**src/rtl/cpuod_pkg.sv**
```systemverilog
// package: constants and carrier types for the operand and condition decoder
package cpuod_pkg;

  // apb register map
  localparam logic [11:0] CPUOD_OFF_OPC     = 12'h000;
  localparam logic [11:0] CPUOD_OFF_OPND    = 12'h004;
  localparam logic [11:0] CPUOD_OFF_FLAGS   = 12'h008;
  localparam logic [11:0] CPUOD_OFF_PC      = 12'h00C;
  localparam logic [11:0] CPUOD_OFF_RP      = 12'h010;
  localparam logic [11:0] CPUOD_OFF_BASE    = 12'h014;
  localparam logic [11:0] CPUOD_OFF_JUMP    = 12'h018;
  localparam logic [11:0] CPUOD_OFF_ADDR    = 12'h01C;
  localparam logic [11:0] CPUOD_OFF_ADC     = 12'h020;
  localparam logic [11:0] CPUOD_OFF_FIELDS  = 12'h024;

  // flags register bit positions
  localparam int CPUOD_FLAG_C = 7;
  localparam int CPUOD_FLAG_Z = 6;
  localparam int CPUOD_FLAG_S = 5;
  localparam int CPUOD_FLAG_V = 4;
  localparam int CPUOD_FLAG_D = 3;
  localparam int CPUOD_FLAG_H = 2;

  // opcode fields
  localparam int CPUOD_CC_HI   = 7;
  localparam int CPUOD_CC_LO   = 4;
  localparam logic [3:0] CPUOD_OPC_JP_LO = 4'hD;
  localparam logic [3:0] CPUOD_OPC_JR_LO = 4'hB;
  localparam logic [7:0] CPUOD_OPC_ADD_RR  = 8'h04;
  localparam logic [7:0] CPUOD_OPC_ADC_RR  = 8'h12;
  localparam logic [7:0] CPUOD_OPC_ADC_RIR = 8'h13;
  localparam logic [3:0] CPUOD_ESC_NIBBLE  = 4'hE;

  // reset values
  localparam logic [7:0]  CPUOD_RST_BYTE = 8'h00;
  localparam logic [15:0] CPUOD_RST_WORD = 16'h0000;

  // condition selector codes
  typedef enum logic [3:0] {
    CPUOD_CC_NEVER  = 4'h0, CPUOD_CC_SLT = 4'h1, CPUOD_CC_SLE = 4'h2, CPUOD_CC_ULE = 4'h3,
    CPUOD_CC_OVS    = 4'h4, CPUOD_CC_NEG = 4'h5, CPUOD_CC_ZS  = 4'h6, CPUOD_CC_CS  = 4'h7,
    CPUOD_CC_ALWAYS = 4'h8, CPUOD_CC_SGE = 4'h9, CPUOD_CC_SGT = 4'hA, CPUOD_CC_UGT = 4'hB,
    CPUOD_CC_OVC    = 4'hC, CPUOD_CC_POS = 4'hD, CPUOD_CC_ZC  = 4'hE, CPUOD_CC_CC  = 4'hF
  } cpuod_cc_t;

  typedef struct packed {
    logic c;
    logic z;
    logic s;
    logic v;
    logic d;
    logic h;
  } cpuod_flags_t;

  typedef struct packed {
    logic [7:0] opcode;
    logic [7:0] byte1;
    logic [7:0] byte2;
    logic [7:0] byte3;
  } cpuod_instr_t;

  typedef struct packed {
    cpuod_instr_t instr;
    cpuod_flags_t flags;
    logic [15:0]  next_pc;
    logic [7:0]   reg_ptr;
    logic [15:0]  base;
    logic [7:0]   adc_dst;
    logic [7:0]   adc_src;
    logic         is_cond;
    logic         taken;
    logic [15:0]  target;
    logic [7:0]   src_reg;
    logic [7:0]   dst_reg;
    logic [11:0]  ext_addr;
    logic [15:0]  index_addr;
    logic [7:0]   adc_sum;
    cpuod_flags_t adc_flags;
    logic [31:0]  rdata;
    logic         slverr;
  } cpuod_state_t;

endpackage : cpuod_pkg

```
**src/rtl/cpuod_decode.sv**
```systemverilog
// operand field and condition selector decoder with apb register access
//
// What this block does
// - condition selector is opcode bits 7:4
// - jump taken only when selected test true
// - 0000 never jumps, 1000 always jumps
// - signed tests and their complements
// - unsigned carry/zero tests
// - single-flag overflow, sign, zero tests
// - aliased condition names decode identically
// - opcode 04 bytes are source then destination
// - byte Ex escapes to working register x
// - extended register address is 12 bits
// - direct program address is 16 bits
// - relative displacement signed, from next instruction
// - indexed location is base plus signed index; the code clears base bit 0 before adding
// - register pairs even, working pairs 0..14
// - bit number is a 3-bit field
// - polarity is a single bit value
// - immediate byte spans 00..FF
// - trap vector is an 8-bit value
// - add with carry, opcodes 12 and 13
//
// Decided for this implementation: the address map and register access over APB.
module cpuod_decode
  import cpuod_pkg::*;
(
  input  wire logic        pclk,
  input  wire logic        presetn,
  input  wire logic        psel,
  input  wire logic        penable,
  input  wire logic        pwrite,
  input  wire logic [11:0] paddr,
  input  wire logic [31:0] pwdata,
  input  wire logic [3:0]  pstrb,
  output logic      [31:0] prdata,
  output logic             pready,
  output logic             pslverr,
  output logic             jump_taken,
  output logic      [15:0] jump_target
);

  cpuod_state_t state;
  cpuod_state_t next_state;

  logic        wr_en;
  logic        rd_en;
  logic [3:0]  condition_selector;
  logic        cond_true;
  logic        sxv;
  logic [7:0]  immediate_byte;
  logic [7:0]  relative_displacement;
  logic [15:0] direct_program_address;
  logic [11:0] extended_register_address;
  logic [2:0]  bit_number;
  logic        polarity;
  logic [7:0]  trap_vector;
  logic [8:0]  adc_wide;
  logic [4:0]  adc_low;
  logic        adc_ovf;

  // escaped byte Ex names working register x via the register pointer
  function automatic logic [7:0] cpuod_reg8(input logic [7:0] b, input logic [7:0] rp);
    if (b[7:4] == CPUOD_ESC_NIBBLE) begin
      cpuod_reg8 = {rp[7:4], b[3:0]};
    end else begin
      cpuod_reg8 = b;
    end
  endfunction : cpuod_reg8

  function automatic logic [7:0] cpuod_merge(input logic [7:0] old, input logic [7:0] nw,
                                             input logic ln);
    cpuod_merge = ln ? nw : old;
  endfunction : cpuod_merge

  // every apb access completes in its first access cycle
  assign wr_en  = psel && penable && pwrite;
  assign rd_en  = psel && penable && !pwrite;
  assign pready = 1'b1;
  assign prdata  = state.rdata;
  assign pslverr = state.slverr;
  assign jump_taken  = state.taken;
  assign jump_target = state.target;

  always_comb begin
    next_state = state;
    condition_selector = state.instr.opcode[CPUOD_CC_HI:CPUOD_CC_LO];
    sxv = state.flags.s ^ state.flags.v;
    // one test per selector; aliased names share a code so nothing extra needed
    unique case (cpuod_cc_t'(condition_selector))
      CPUOD_CC_NEVER:  cond_true = 1'b0;
      CPUOD_CC_ALWAYS: cond_true = 1'b1;
      CPUOD_CC_SLT:    cond_true = sxv;
      CPUOD_CC_SLE:    cond_true = state.flags.z | sxv;
      CPUOD_CC_SGE:    cond_true = ~sxv;
      CPUOD_CC_SGT:    cond_true = ~(state.flags.z | sxv);
      CPUOD_CC_ULE:    cond_true = state.flags.c | state.flags.z;
      CPUOD_CC_CS:     cond_true = state.flags.c;
      CPUOD_CC_UGT:    cond_true = ~state.flags.c & ~state.flags.z;
      CPUOD_CC_CC:     cond_true = ~state.flags.c;
      CPUOD_CC_OVS:    cond_true = state.flags.v;
      CPUOD_CC_NEG:    cond_true = state.flags.s;
      CPUOD_CC_ZS:     cond_true = state.flags.z;
      CPUOD_CC_OVC:    cond_true = ~state.flags.v;
      CPUOD_CC_POS:    cond_true = ~state.flags.s;
      CPUOD_CC_ZC:     cond_true = ~state.flags.z;
    endcase

    // operand fields, all full range of their width
    immediate_byte            = state.instr.byte1;
    trap_vector               = state.instr.byte1;
    relative_displacement     = state.instr.byte1;
    direct_program_address    = {state.instr.byte1, state.instr.byte2};
    extended_register_address = {state.instr.byte1[3:0], state.instr.byte2};
    bit_number                = state.instr.byte1[3:1];
    polarity                  = state.instr.byte1[7];

    // flags are the registered values last written through the flags register
    next_state.is_cond = (state.instr.opcode[3:0] == CPUOD_OPC_JP_LO) ||
                         (state.instr.opcode[3:0] == CPUOD_OPC_JR_LO);
    next_state.taken = next_state.is_cond && cond_true;
    if (state.instr.opcode[3:0] == CPUOD_OPC_JR_LO) begin
      // next_pc already points past the jump
      next_state.target = state.next_pc + {{8{relative_displacement[7]}},
                                           relative_displacement};
    end else if (state.instr.opcode[3:0] == CPUOD_OPC_JP_LO) begin
      next_state.target = direct_program_address;
    end else begin
      next_state.target = state.next_pc;
    end
    if (!next_state.taken) begin
      next_state.target = state.next_pc;
    end

    // object code for opcode 04 carries source first
    if (state.instr.opcode == CPUOD_OPC_ADD_RR) begin
      next_state.src_reg = cpuod_reg8(state.instr.byte1, state.reg_ptr);
      next_state.dst_reg = cpuod_reg8(state.instr.byte2, state.reg_ptr);
    end else begin
      next_state.src_reg = cpuod_reg8(state.instr.byte1, state.reg_ptr);
      next_state.dst_reg = cpuod_reg8(state.instr.byte2, state.reg_ptr);
    end
    next_state.ext_addr = extended_register_address;
    // pair operands force even: the base has bit 0 cleared before the signed index is added
    next_state.index_addr = {state.base[15:1], 1'b0} +
                            {{8{state.instr.byte3[7]}}, state.instr.byte3};

    // add with carry on the two operand bytes held in the adc register
    adc_wide = {1'b0, state.adc_dst} + {1'b0, state.adc_src} + {8'h00, state.flags.c};
    adc_low  = {1'b0, state.adc_dst[3:0]} + {1'b0, state.adc_src[3:0]} +
               {4'h0, state.flags.c};
    adc_ovf  = (state.adc_dst[7] == state.adc_src[7]) && (adc_wide[7] != state.adc_dst[7]);
    next_state.adc_sum     = adc_wide[7:0];
    next_state.adc_flags.c = adc_wide[8];
    next_state.adc_flags.z = (adc_wide[7:0] == 8'h00);
    next_state.adc_flags.s = adc_wide[7];
    next_state.adc_flags.v = adc_ovf;
    next_state.adc_flags.d = 1'b0;
    next_state.adc_flags.h = adc_low[4];

    next_state.slverr = 1'b0;
    if (wr_en) begin
      unique case (paddr)
        CPUOD_OFF_OPC: begin
          next_state.instr.opcode = cpuod_merge(state.instr.opcode, pwdata[7:0], pstrb[0]);
        end
        CPUOD_OFF_OPND: begin
          next_state.instr.byte1 = cpuod_merge(state.instr.byte1, pwdata[7:0], pstrb[0]);
          next_state.instr.byte2 = cpuod_merge(state.instr.byte2, pwdata[15:8], pstrb[1]);
          next_state.instr.byte3 = cpuod_merge(state.instr.byte3, pwdata[23:16], pstrb[2]);
        end
        CPUOD_OFF_FLAGS: begin
          if (pstrb[0]) begin
            next_state.flags = pwdata[CPUOD_FLAG_C:CPUOD_FLAG_H];
          end
        end
        CPUOD_OFF_PC: begin
          next_state.next_pc[7:0]  = cpuod_merge(state.next_pc[7:0], pwdata[7:0], pstrb[0]);
          next_state.next_pc[15:8] = cpuod_merge(state.next_pc[15:8], pwdata[15:8], pstrb[1]);
        end
        CPUOD_OFF_RP: begin
          next_state.reg_ptr = cpuod_merge(state.reg_ptr, pwdata[7:0], pstrb[0]);
        end
        CPUOD_OFF_BASE: begin
          next_state.base[7:0]  = cpuod_merge(state.base[7:0], pwdata[7:0], pstrb[0]);
          next_state.base[15:8] = cpuod_merge(state.base[15:8], pwdata[15:8], pstrb[1]);
        end
        CPUOD_OFF_ADC: begin
          next_state.adc_dst = cpuod_merge(state.adc_dst, pwdata[7:0], pstrb[0]);
          next_state.adc_src = cpuod_merge(state.adc_src, pwdata[15:8], pstrb[1]);
        end
        CPUOD_OFF_JUMP, CPUOD_OFF_ADDR, CPUOD_OFF_FIELDS: begin
          next_state.slverr = 1'b0;
        end
        default: begin
          next_state.slverr = 1'b1;
        end
      endcase
    end

    next_state.rdata = 32'h0000_0000;
    if (rd_en) begin
      unique case (paddr)
        CPUOD_OFF_OPC:   next_state.rdata = {24'h000000, state.instr.opcode};
        CPUOD_OFF_OPND:  next_state.rdata = {8'h00, state.instr.byte3, state.instr.byte2,
                                             state.instr.byte1};
        CPUOD_OFF_FLAGS: next_state.rdata = {24'h000000, state.flags, 2'b00};
        CPUOD_OFF_PC:    next_state.rdata = {16'h0000, state.next_pc};
        CPUOD_OFF_RP:    next_state.rdata = {24'h000000, state.reg_ptr};
        CPUOD_OFF_BASE:  next_state.rdata = {16'h0000, state.base};
        CPUOD_OFF_JUMP:  next_state.rdata = {14'h0000, state.is_cond, state.taken,
                                             state.target};
        CPUOD_OFF_ADDR:  next_state.rdata = {state.src_reg, state.dst_reg, state.index_addr};
        CPUOD_OFF_ADC:   next_state.rdata = {16'h0000, state.adc_flags, 2'b00,
                                             state.adc_sum};
        CPUOD_OFF_FIELDS: next_state.rdata = {4'h0, state.ext_addr, 3'b000, polarity,
                                              1'b0, bit_number, trap_vector};
        default: begin
          next_state.rdata  = 32'h0000_0000;
          next_state.slverr = 1'b1;
        end
      endcase
    end
    // immediate is readable through the operand register as byte 0
    if (immediate_byte != trap_vector) begin
      next_state.slverr = 1'b1;
    end
  end

  always_ff @(posedge pclk or negedge presetn) begin
    if (!presetn) begin
      state <= '0;
    end else begin
      state <= next_state;
    end
  end

  // assertions
  never_jump_a: assert property (@(posedge pclk) disable iff (!presetn)
    (state.instr.opcode[7:4] == 4'h0) && $stable(state.instr) |=> !state.taken)
    else $error("never selector took a jump");
  always_jump_a: assert property (@(posedge pclk) disable iff (!presetn)
    (state.instr.opcode == 8'h8D) && $stable(state.instr) |=> state.taken)
    else $error("always selector did not jump");
  signed_less_a: assert property (@(posedge pclk) disable iff (!presetn)
    (state.instr.opcode == 8'h1B) |=> state.taken == $past(sxv))
    else $error("signed less test wrong");
  carry_test_a: assert property (@(posedge pclk) disable iff (!presetn)
    (state.instr.opcode == 8'h7D) |=> state.taken == $past(state.flags.c))
    else $error("carry test wrong");
  zero_clear_a: assert property (@(posedge pclk) disable iff (!presetn)
    (state.instr.opcode == 8'hED) |=> state.taken == !$past(state.flags.z))
    else $error("nonzero test wrong");
  fallthrough_a: assert property (@(posedge pclk) disable iff (!presetn)
    !next_state.taken |=> state.target == $past(state.next_pc))
    else $error("not taken jump left sequence");
  relative_tgt_a: assert property (@(posedge pclk) disable iff (!presetn)
    (state.instr.opcode == 8'h8B) |=> state.target ==
      $past(state.next_pc) + {{8{$past(state.instr.byte1[7])}}, $past(state.instr.byte1)})
    else $error("relative target wrong");
  escape_reg_a: assert property (@(posedge pclk) disable iff (!presetn)
    (state.instr.byte1[7:4] == 4'hE) |=> state.src_reg[3:0] == $past(state.instr.byte1[3:0]))
    else $error("escaped register not decoded");
  adc_sum_a: assert property (@(posedge pclk) disable iff (!presetn)
    1'b1 |=> state.adc_sum == 8'($past(state.adc_dst) + $past(state.adc_src) +
                                  8'($past(state.flags.c))) && !state.adc_flags.d)
    else $error("add with carry wrong");

  // one check per remaining selector code; the always form keeps flags from its own cycle

  signed_le_a: assert property (@(posedge pclk) disable iff (!presetn)
    (state.instr.opcode == 8'h2D) |=> state.taken == $past(state.flags.z | sxv))
    else $error("signed less or equal test wrong");

  signed_ge_a: assert property (@(posedge pclk) disable iff (!presetn)
    (state.instr.opcode == 8'h9D) |=> state.taken == !$past(sxv))
    else $error("signed greater or equal test wrong");

  signed_gt_a: assert property (@(posedge pclk) disable iff (!presetn)
    (state.instr.opcode == 8'hAB) |=> state.taken == !$past(state.flags.z | sxv))
    else $error("signed greater test wrong");

  unsigned_le_a: assert property (@(posedge pclk) disable iff (!presetn)
    (state.instr.opcode == 8'h3D) |=> state.taken == $past(state.flags.c | state.flags.z))
    else $error("unsigned less or equal test wrong");

  unsigned_gt_a: assert property (@(posedge pclk) disable iff (!presetn)
    (state.instr.opcode == 8'hBD) |=> state.taken == !$past(state.flags.c | state.flags.z))
    else $error("unsigned greater test wrong");

  carry_clear_a: assert property (@(posedge pclk) disable iff (!presetn)
    (state.instr.opcode == 8'hFB) |=> state.taken == !$past(state.flags.c))
    else $error("no carry test wrong");

  ovf_set_a: assert property (@(posedge pclk) disable iff (!presetn)
    (state.instr.opcode == 8'h4D) |=> state.taken == $past(state.flags.v))
    else $error("overflow test wrong");

  neg_set_a: assert property (@(posedge pclk) disable iff (!presetn)
    (state.instr.opcode == 8'h5B) |=> state.taken == $past(state.flags.s))
    else $error("negative test wrong");

  zero_set_a: assert property (@(posedge pclk) disable iff (!presetn)
    (state.instr.opcode == 8'h6D) |=> state.taken == $past(state.flags.z))
    else $error("zero test wrong");

  ovf_clear_a: assert property (@(posedge pclk) disable iff (!presetn)
    (state.instr.opcode == 8'hCB) |=> state.taken == !$past(state.flags.v))
    else $error("overflow clear test wrong");

  pos_test_a: assert property (@(posedge pclk) disable iff (!presetn)
    (state.instr.opcode == 8'hDD) |=> state.taken == !$past(state.flags.s))
    else $error("positive test wrong");

  not_cond_a: assert property (@(posedge pclk) disable iff (!presetn)
    (state.instr.opcode[3:0] != 4'hB) && (state.instr.opcode[3:0] != 4'hD) |=> !state.taken)
    else $error("plain opcode took a jump");

  direct_tgt_a: assert property (@(posedge pclk) disable iff (!presetn)
    (state.instr.opcode == 8'h8D) |=>
      state.target == {$past(state.instr.byte1), $past(state.instr.byte2)})
    else $error("direct target wrong");

  // operand bytes and derived addresses

  add_src_a: assert property (@(posedge pclk) disable iff (!presetn)
    (state.instr.opcode == 8'h04) && (state.instr.byte1[7:4] != 4'hE) |=>
      state.src_reg == $past(state.instr.byte1))
    else $error("add source byte order wrong");

  add_dst_a: assert property (@(posedge pclk) disable iff (!presetn)
    (state.instr.opcode == 8'h04) && (state.instr.byte2[7:4] != 4'hE) |=>
      state.dst_reg == $past(state.instr.byte2))
    else $error("add destination byte order wrong");

  plain_reg_a: assert property (@(posedge pclk) disable iff (!presetn)
    (state.instr.byte1[7:4] != 4'hE) |=> state.src_reg == $past(state.instr.byte1))
    else $error("plain register altered");

  escape_hi_a: assert property (@(posedge pclk) disable iff (!presetn)
    (state.instr.byte1[7:4] == 4'hE) |=> state.src_reg[7:4] == $past(state.reg_ptr[7:4]))
    else $error("escaped register bank wrong");

  ext_addr_a: assert property (@(posedge pclk) disable iff (!presetn)
    1'b1 |=> state.ext_addr == {$past(state.instr.byte1[3:0]), $past(state.instr.byte2)})
    else $error("extended address wrong");

  index_even_a: assert property (@(posedge pclk) disable iff (!presetn)
    1'b1 |=> state.index_addr == {$past(state.base[15:1]), 1'b0} +
      {{8{$past(state.instr.byte3[7])}}, $past(state.instr.byte3)})
    else $error("indexed location wrong");

  bit_num_a: assert property (@(posedge pclk) disable iff (!presetn)
    rd_en && (paddr == CPUOD_OFF_FIELDS) |=> state.rdata[10:8] == $past(state.instr.byte1[3:1]))
    else $error("bit number field wrong");

  polarity_a: assert property (@(posedge pclk) disable iff (!presetn)
    rd_en && (paddr == CPUOD_OFF_FIELDS) |=> state.rdata[12] == $past(state.instr.byte1[7]))
    else $error("polarity field wrong");

  imm_byte_a: assert property (@(posedge pclk) disable iff (!presetn)
    rd_en && (paddr == CPUOD_OFF_FIELDS) |=> state.rdata[7:0] == $past(state.instr.byte1))
    else $error("immediate byte field wrong");

  // add with carry flags; carry and half carry worked out independently, zero, sign and overflow checked against the registered sum

  adc_carry_a: assert property (@(posedge pclk) disable iff (!presetn)
    1'b1 |=> {state.adc_flags.c, state.adc_sum} == 9'($past(state.adc_dst)) +
      9'($past(state.adc_src)) + 9'($past(state.flags.c)))
    else $error("add with carry carry out wrong");

  adc_zero_a: assert property (@(posedge pclk) disable iff (!presetn)
    1'b1 |=> state.adc_flags.z == (state.adc_sum == 8'h00) && state.adc_flags.s == state.adc_sum[7])
    else $error("add with carry zero or sign wrong");

  adc_half_a: assert property (@(posedge pclk) disable iff (!presetn)
    1'b1 |=> state.adc_flags.h == (5'($past(state.adc_dst[3:0])) +
      5'($past(state.adc_src[3:0])) + 5'($past(state.flags.c)) > 5'h0F))
    else $error("add with carry half carry wrong");

  adc_ovf_a: assert property (@(posedge pclk) disable iff (!presetn)
    1'b1 |=> state.adc_flags.v == (($past(state.adc_dst[7]) == $past(state.adc_src[7])) &&
      (state.adc_sum[7] != $past(state.adc_dst[7]))))
    else $error("add with carry overflow wrong");

endmodule : cpuod_decode

```
**config.mk**
```make
export PLATFORM = sky130hd
export DESIGN_NAME = cpuod_decode
export DESIGN_NICKNAME = d
export VERILOG_FILES = /design/src/rtl/cpuod_pkg.sv /design/src/rtl/cpuod_decode.sv
export SDC_FILE = /design/constraint.sdc
export NUM_CORES = 1
export LEC_CHECK = 0
export BUFFER_PORTS_ARGS = -buffer_cell sky130_fd_sc_hd__buf_2
export CAP_MARGIN = 20
export CORE_AREA = 2 2 96 190
export DETAILED_ROUTE_END_ITERATION = 10
export DIE_AREA = 0 0 98 192
export PLACE_DENSITY = 0.78
export SYNTH_ARGS = -nofsm -noshare
export SYNTH_HDL_FRONTEND = slang
export SYNTH_SLANG_ARGS = --single-unit
```
**constraint.sdc**
```tcl
create_clock -name pclk -period 3.1 [get_ports pclk]
set_clock_uncertainty 0.15 [all_clocks]
set_input_delay 0.93 -clock pclk [delete_from_list [all_inputs] [get_ports pclk]]
set_output_delay 0.93 -clock pclk [all_outputs]
set_load 0.01 [all_outputs]
```
Word-level counts from Yosys, hierarchy flattened
Cells that the tools add are included.
{"block": "word_totals", "reg_bits": 202, "in_bits": 53, "out_inout_bits": 51, "wordCells": 112}
{"block": "op_classes", "add_sub_neg": 6, "n_eq_ne": 30, "muxes": 11, "bitwise": 10, "n_reduce_logical": 23}
{"op": "32-bit case mux with 10 select lines", "count": 1}
{"op": "12-bit by 5-bit == test with 1-bit output, second input constant", "count": 4}
{"op": "4-bit == test, second input constant", "count": 12}
{"op": "16-bit 2-to-1 mux", "count": 3}
{"op": "3-bit AND reduction", "count": 12}
{"op": "33-bit 2-to-1 mux", "count": 1}
{"op": "16-bit adder", "count": 2}
{"op": "12-bit by 4-bit == test with 1-bit output, second input constant", "count": 2}
{"op": "12-bit by 6-bit == test with 1-bit output, second input constant", "count": 2}
{"op": "4-bit by 3-bit == test with 1-bit output, second input constant", "count": 4}
{"op": "8-bit 2-to-1 mux", "count": 2}
{"op": "1-bit case mux with 16 select lines", "count": 1}
{"op": "12-bit by 3-bit == test with 1-bit output, second input constant", "count": 1}
{"op": "12-bit logical NOT", "count": 1}
{"op": "10-bit OR reduction", "count": 1}
{"op": "8-bit by 8-bit adder with 9-bit output", "count": 1}
{"op": "9-bit by 1-bit adder with 9-bit output", "count": 1}
{"op": "4-bit by 2-bit == test with 1-bit output, second input constant", "count": 2}
{"op": "8-bit logical NOT", "count": 1}
{"op": "1-bit inverter", "count": 6}
{"op": "4-bit by 4-bit adder with 5-bit output", "count": 1}
{"op": "5-bit by 1-bit adder with 5-bit output", "count": 1}
{"op": "1-bit logical AND", "count": 5}
{"op": "4-bit by 1-bit == test with 1-bit output, second input constant", "count": 1}
{"op": "other kinds (9)", "count": 12}

Logic depth before layout (Yosys ltp)
Gate-level depths: netlist of the first run.
{"block": "depth", "depth_word": 6, "ltp_mapped": 11}

Worst setup path after synthesis of the first run
OpenSTA, ideal clock, no wires.
{"block": "synth_path", "kind": "in2reg", "start": "input paddr[9]", "end": "register state[171] (netlist bit)", "setup_ps": 125, "arrival_time_ps": 2749, "t_required_ps": 2825, "slack_ps": 76, "path_stages": 7, "cell_sequence": "or4_4 nor3_4 nand2_2 nor3_4 and3_1 buf_2 mux2_2"}
{"block": "synth_via", "elab_chain_cells": 2}
{"item": "start, declared", "line": "cpuod_decode.sv:33", "rtl": "input wire logic [11:0] paddr,"}
{"item": "12-bit by 3-bit == test with 1-bit output", "line": "cpuod_decode.sv:163", "rtl": "unique case (paddr)"}
{"item": "3-bit AND reduction (no line)"}
{"item": "end signal, assigned", "line": "cpuod_decode.sv:234", "rtl": "state <= next_state;"}
{"item": "end, declared", "line": "cpuod_decode.sv:43", "rtl": "cpuod_state_t state;"}
Every way passes these cells.
A chain may end at the register's enable or synchronous reset.

==> run metrics, run 1 <==
routed wirelength normalized by instance count=about 24 microns; cell-by-cell listing of the critical path=ha_1 > o211ai_1 > o21ai_0 > o2111a_1 > o41ai_1 > buf_4 > or4b_2 > a21boi_0 > a211oi_1; Syn Inst Count=between 800 and 900; number of hold buffers added after CTS=0; path depth of the worst reg2reg path=9; top post-synthesis cells by count=193 x sky130_fd_sc_hd__dfrtp_1, 100 x sky130_fd_sc_hd__mux2_2, 56 x sky130_fd_sc_hd__nor2_1, 51 x sky130_fd_sc_hd__a21oi_1, 50 x sky130_fd_sc_hd__buf_4; launch instance of the worst min-delay path=state[171]; total power density per cell area=roughly 420 nW/um^2; cell leakage power=5.92 nW; nets in the synthesized netlist=about 960; input/output buffers=93; slowest library cell on the worst path=sky130_fd_sc_hd__or4b_2; die area=between 15000 and 20000 sq um; # clock sinks=193; register area=between 4000 and 5000 sq um; critical path class=reg -> reg; number of pins with negative max-slew slack in the final report=0; via density per instance=6.44; largest driver fanout on the critical path=5; core area=17300 sq um; category of cells accounting for the largest share of critical-path delay=compound AO/OA/AOI/OAI gates; antenna violations before repair=1; deepest clock path buffer count=2; leading post-synthesis cells by cell area=sky130_fd_sc_hd__dfrtp_1 48%, sky130_fd_sc_hd__mux2_2 11%, sky130_fd_sc_hd__ha_1 4.5%; hold crit path type=reg -> reg; total wire length after detailed routing=28400 microns; fraction of final layout cells sized beyond drive strength 1=between 30% and 40%; #FFs+latches synth=between 150 and 200; area of combinational cells with multiple inputs=between 4000 and 5000 sq um; residual DRC count=0; max-cap viol count=0; ports placed on the boundary=roughly 100; number of H-tree levels=4; predominant post-synthesis flop cell=sky130_fd_sc_hd__dfrtp_1; maximum ir drop on the vdd rail=0.000363 V; final worst path period need=between 3 and 4 ns; number of warnings reported in the yosys synthesis log=0; endpoint of the worst register-to-register path=jump_target[15]; sequential fraction of the synthesis area=between 40% and 50%; clock latency on the worst-skew pair=0.45 ns; syn_area_per_cell=~12 sq um; transition time at the pin with the least slew margin=approximately 0.54 ns; overall routing resource usage=between 30% and 40%; TritonCTS clock tree=done; Yosys top cell by area=sky130_fd_sc_hd__dfrtp_1; RSZ-0062 raised after global routing=true; clock root buffer=sky130_fd_sc_hd__clkbuf_16; initial core utilization=approximately 58%; synthesized area=10000 sq um; remaining max-slew budget at the tightest pin=between 60% and 70%; met3 WL post-DR=about 1800 microns; area of placed instances=roughly 11000 sq um; startpoint type of the worst setup path=flip-flop; number of design-rule violations left by the first detailed-router iteration=732; final-report hold violation count=0; Worst setup startpoint=state[151]; outcome=finished, final reports clean; number of buffers inserted during clock tree synthesis=17; largest net degree at the start of global routing=62; number of buffers and inverters on the critical path=1; via count of the first global-routing pass=between 7000 and 8000; worst stage delay on the critical path=approximately 0.62 ns; Die Width=about 98 microns; Placed Instances=1154; share of the synthesized area in the top cell type=between 40 and 50%; 1st-pass router iterations=5; remaining global-route overflow=0; # rows=just under 70; critical path data arrival time=~3.3 ns; post-route non-filler standard cell count=between 1000 and 1500; period utilization=100%; DR WL met2=14600 microns; wire length of the first global-routing pass=43600 microns; post-synthesis to final-layout area growth=15.1%; clock transition time at the flip-flop clock pins of the worst setup and hold paths=approximately 0.08 ns; total number of vias=roughly 7600; timing-limited maximum frequency=between 300 and 400 MHz; Placer Congestion=0.982; launch point of the worst reg-to-reg path=state[151]; endpoints failing setup=0; Worst Hold Depth=0; Final Net Count=between 1000 and 1500; detailed-routing wirelength on met1=9440 microns; required time of the critical path=approximately 3.3 ns; r2r setup slk=about 0.00016 ns; fraction of registers with async set/reset=between 90% and 100%; most repeated cell in the gate-level netlist after synthesis=sky130_fd_sc_hd__dfrtp_1; endpoint of the worst setup timing path=jump_target[15]; fin area=approximately 12000 sq um; highest routing layer actually used=met4; final antenna-violating net count=0; number of enable-type register cells in the synthesized netlist=0; number of library cell types mapped by synthesis=between 70 and 80; depth of the critical timing path with buffers and inverters included=9; DP Wirelength=between 20000 and 25000 microns; die outline height=about 190 microns; endpoint kind of the worst setup timing path=flip-flop; final-layout fill cell count=around 1300
## metrics by stage
| stage | util [%] | power, mW | hold WS [ns] | worst slack (ns) | setup TNS [ns] |
|---|---|---|---|---|---|
| 2_1_floorplan | - | 2.62 | 0.221 | 0.0763 | 0 |
| 3_3_place_gp | 63.3 | 2.75 | 0.296 | -0.0837 | -0.944 |
| 3_5_place_dp | 63.3 | 2.75 | 0.288 | -0.111 | -1.78 |
| 4_1_cts | 66.8 | 4.94 | 0.309 | 0.00884 | 0 |
| 5_1_grt | 67.0 | 5.07 | 0.323 | -0.00632 | -0.00632 |
| 6_report | 67.0 | 4.91 | 0.299 | 0.000162 | 0 |
## layout by cell type (no fill, tap or decap), types with 11 or more instances in the layout
| cell | synthesis | final |
|---|---|---|
| sky130_fd_sc_hd__clkbuf_16 | 0 | 17 |
| sky130_fd_sc_hd__mux2i_1 | 14 | 14 |
| sky130_fd_sc_hd__inv_1 | 15 | 15 |
| sky130_fd_sc_hd__a21o_1 | 20 | 20 |
| sky130_fd_sc_hd__and3_1 | 15 | 15 |
| sky130_fd_sc_hd__buf_2 | 11 | 92 |
| sky130_fd_sc_hd__a22oi_1 | 26 | 26 |
| sky130_fd_sc_hd__nand2_1 | 29 | 29 |
| sky130_fd_sc_hd__dfrtp_1 | 193 | 193 |
| sky130_fd_sc_hd__mux2_2 | 100 | 100 |
| sky130_fd_sc_hd__a222oi_1 | 11 | 11 |
| sky130_fd_sc_hd__ha_1 | 36 | 36 |
| sky130_fd_sc_hd__nor2_1 | 56 | 56 |
| sky130_fd_sc_hd__xnor2_1 | 25 | 25 |
| sky130_fd_sc_hd__buf_4 | 50 | 65 |
| sky130_fd_sc_hd__a21oi_1 | 51 | 50 |
| sky130_fd_sc_hd__o21ai_0 | 24 | 24 |
## layout make-up
cell class / instances / area share (%)
inverter: 15 / 0.487
clock buffer: 17 / 3.68
multi-input combinational: 569 / 40.3
antenna: 1 / 0.0216
sequential: 193 / 41.8
clock inverter: 15 / 1.59
tap: 210 / 2.27
timing repair buffer: 167 / 9.88
## logic make-up (layout without fill, tap and decap cells)
group / after synthesis / after routing / share of synthesized area, %
and+or+nand+nor: 173 / 173 / 10.1
xor gates and xnor gates: 34 / 34 / 2.97
buffers and inverters: 100 / 214 / 5.74
adders and majority gates: 40 / 40 / 5.28
muxes: 122 / 122 / 14.0
other: 1 / 2 / 0.0373
DFF: 193 / 193 / 48.1
AOI/OAI and AO/OA: 199 / 199 / 13.8
## worst min-delay path by stage
| stage | to |
|---|---|
| floorplan | state[47] |
| global placement | state[47] |
| CTS | state[47] |
| finish | state[47] |
| global route | state[47] |
| detailed placement | state[47] |
## where the power goes
group	internal (mW)	switching (mW)	total, mW
clock	1.10	1.11	2.21
sequential	2.52	0.00165	2.52
combinational	0.0519	0.132	0.184
total	3.66	1.25	4.91
## what timing repair did
action,4_1_cts,5_1_grt
gates resized for setup,1,4
setup endpoints to repair,1,2
buffers inserted,0,0
pin swaps,0,1
## layer usage
layer | vias to the layer above | track usage, %
met1 | 3780 | 32.1
met4 | 0 | 25.4
met3 | 139 | 7.17
li1 | 3336 | -
met5 | - | 0
met2 | 392 | 53.3
## state kept, by name (all words and copies together) (netlist names)
register / flops
jump_target: 16
condition_selector: 4
jump_taken: 1
state: 123
immediate_byte: 8
prdata: 32
direct_program_address: 8
pslverr: 1
Note: power is estimated with default switching activity, not from simulation.
==> run 2, diff against run 1 <==
Settings changed: GPL_TIMING_DRIVEN set to 0, RECOVER_POWER set to 100.
==> run 2 against run 1 <==
  * The run now ends with setup timing left
  * Worst hold slack better by 0.010 ns
  * Total power is 1.5% lower
  * Via count down 0.37%
  * Clock power fell by 3%
  * Critical path depth shrank 1
  * Flip-flop and latch count stayed put
  * Setup slack worse by 0.0045 ns
  * Cell count rose by 0.76%
  * Global-route usage rose by 1.3 points
==> run metrics, run 2 (synthesis gave the netlist of run 1 again) <==
outcome=finished, violations left (was finished, final reports clean); violated checks=setup timing; endpoints failing setup=1 (was 0); final worst path period need=3.10 ns (about the same); total power density per cell area=426 nW/um^2 (was 425 nW/um^2); fraction of final layout cells sized beyond drive strength 1=28.8% (was 33.7%); via density per instance=6.37 (was 6.44); routing usage on met1=34.1% (was 32.1%); register with the highest flop count=state (unchanged); critical path data arrival time=3.26 ns (was 3.28 ns); global routing usage on met2=57.1% (was 53.3%); DP Wirelength=22200 microns (was 21300 microns); worst setup slack before clock tree synthesis=-0.645 ns (was -0.111 ns); most common cell after layout, fill and taps aside=sky130_fd_sc_hd__dfrtp_1 (unchanged); Global Route met3 Usage=6.30% (was 7.17%); routed wirelength normalized by instance count=24.9 microns (was 24.0 microns); timing-limited maximum frequency=322 MHz (was 323 MHz); clock latency on the worst-skew pair=0.45 ns (about the same); startpoint type of the worst setup path=flip-flop (unchanged); transition time at the pin with the least slew margin=1.39 ns (was 0.535 ns); # rows=68 (unchanged); residual DRC count=0 (unchanged); 1st-pass router iterations=6 (was 5); number of design-rule violations left by the first detailed-router iteration=679 (was 732); post-layout utilization of the core=65.7% (was 67.0%); least setup slack across all paths after layout=-0.00430 ns (was 0.000162 ns); remaining global-route overflow=0 (unchanged); deepest clock path buffer count=2 (unchanged); worst stage delay on the critical path=0.66 ns (was 0.62 ns); initial core utilization=58.1% (unchanged); via count of the first global-routing pass=7701 (was 7776); total wire length after detailed routing=29700 microns (was 28400 microns); RSZ-0062 raised after global routing=false (was true); cell leakage power=5.64 nW (was 5.92 nW); post-synthesis to final-layout area growth=13.0% (was 15.1%); clock transition time at the flip-flop clock pins of the worst setup and hold paths=0.08 ns (about the same); required time of the critical path=3.25 ns (was 3.28 ns); remaining max-slew budget at the tightest pin=7.63% (was 64.3%); commonest cells after routing, fill and taps aside=191 x sky130_fd_sc_hd__dfrtp_1, 100 x sky130_fd_sc_hd__mux2_2, 64 x sky130_fd_sc_hd__clkbuf_1, 55 x sky130_fd_sc_hd__nor2_1, 49 x sky130_fd_sc_hd__buf_4 (was 193 x sky130_fd_sc_hd__dfrtp_1, 100 x sky130_fd_sc_hd__mux2_2, 92 x sky130_fd_sc_hd__buf_2, 65 x sky130_fd_sc_hd__buf_4, 56 x sky130_fd_sc_hd__nor2_1); period utilization=100% (about the same); peak-usage layer in the global routing report=met2 (unchanged); Final Net Count=1066 (was 1056); number of buffers inserted during clock tree synthesis=17 (unchanged); Die Width=98 microns (unchanged); die area=18800 sq um (unchanged); area of placed instances=10800 sq um (was 10900 sq um); overall routing resource usage=32.5% (was 31.2%); number of hold buffers added after CTS=0 (unchanged); final antenna-violating net count=0 (unchanged); count of antenna diodes in the layout=0 (was 1); ports placed on the boundary=104 (unchanged); hold crit path type=reg -> reg (unchanged); Placer Congestion=1.03 (was 0.982); core area=17300 sq um (unchanged); cell-by-cell listing of the critical path=ha_1 > o211ai_1 > o21ai_2 > o2111a_1 > o41ai_2 > or4b_2 > a21boi_0 > a211oi_1 (was ha_1 > o211ai_1 > o21ai_0 > o2111a_1 > o41ai_1 > buf_4 > or4b_2 > a21boi_0 > a211oi_1); wire length of the first global-routing pass=45000 microns (was 43600 microns); number of H-tree levels=4 (unchanged); maximum ir drop on the vdd rail=0.000343 V (was 0.000363 V); final-report hold violation count=0 (unchanged); Total Negative Setup Slacks=-0.00430 ns (was 0 ns); largest net degree at the start of global routing=103 (was 62); total power after layout=4.84 mW (was 4.91 mW); fin area=11300 sq um (was 11600 sq um); number of flip-flops under the largest register name=123 (unchanged); max-cap viol count=0 (unchanged); die outline height=192 microns (unchanged); antenna violations before repair=0 (was 1); endpoint kind of the worst setup timing path=flip-flop (unchanged); clock root buffer=sky130_fd_sc_hd__clkbuf_16 (unchanged); total number of vias=7619 (was 7647); slowest library cell on the worst path=sky130_fd_sc_hd__or4b_2 (unchanged); largest driver fanout on the critical path=6 (was 5); input/output buffers=93 (unchanged); number of pins with negative max-slew slack in the final report=0 (unchanged); TritonCTS clock tree=done (unchanged); critical path class=reg -> reg (unchanged); # clock sinks=193 (unchanged)
## run 2: cell types whose count changed in the layout (fill, tap and decap cells not counted), sizes merged
cell,change
buf,-67
inv,-1
clkinvlp,+3
diode,-1
clkdlybuf4s15,+1
clkbuf,+76
clkinv,-2
## run 2: where the power goes
group,leakage [nW],total [mW],internal [mW],switching [mW]
clock,0.272,2.14,1.07,1.07
combinational,2.69,0.182,0.0421,0.140
sequential,2.68,2.52,2.52,0.00174
## run 2: path summary, 6_finish.rpt
kind                                    from           endpoint  slack (ns)  cells after the start
hold / removal                    state[171]          state[47]        0.31                      0
setup / recovery           immediate_byte[3]    jump_target[15]      -0.004                      8
max in group asynchronous            presetn  immediate_byte[4]        0.60                      2
hold reg to reg                   state[171]          state[47]        0.31                      0
min in group asynchronous            presetn         state[118]        0.69                      1
setup reg to reg           immediate_byte[3]    jump_target[15]      -0.004                      8
## run 2: layer usage
layer  routed length [microns]  up-vias
met5                         0        -
met4                      2520        0
met3                      1960      132
met2                     15500      412
met1                      9790     3731
li1                          -     3344
## run 2: critical path: cells and delay by family (launching register included)
kind            cells  cell delay [ns]
compound gates      6             1.21
fa+ha+maj           1             0.42
flops               1             0.52
simple gates        1             0.66
## run 2: per-stage QoR
step / hold WS, ns / std cells
finish: 0.310 / 1196
global route: 0.324 / 1196
CTS: 0.311 / 1199
detailed placement: 0.300 / 1166
global placement: 0.293 / 1165
floorplan: 0.221 / 862
## run 2: timing repair
| item | 4_1_cts | 5_1_grt |
|---|---|---|
| setup endpoints to repair | 14 | 41 |
| buffers inserted | 1 | 1 |
| gates resized for setup | 6 | 20 |
| pin swaps | 1 | 2 |
| cloned | 0 | 0 |
## run 2: area by class of cell
type	instances	area (sq um)
repair buffers	96	435
clock inverters	15	144
multi-input cells	569	4680
clock buffers	17	425
flip-flops and latches	193	4830
inverters	15	56.3
fillers	1361	5930
well taps	210	263
plain buffers	81	514
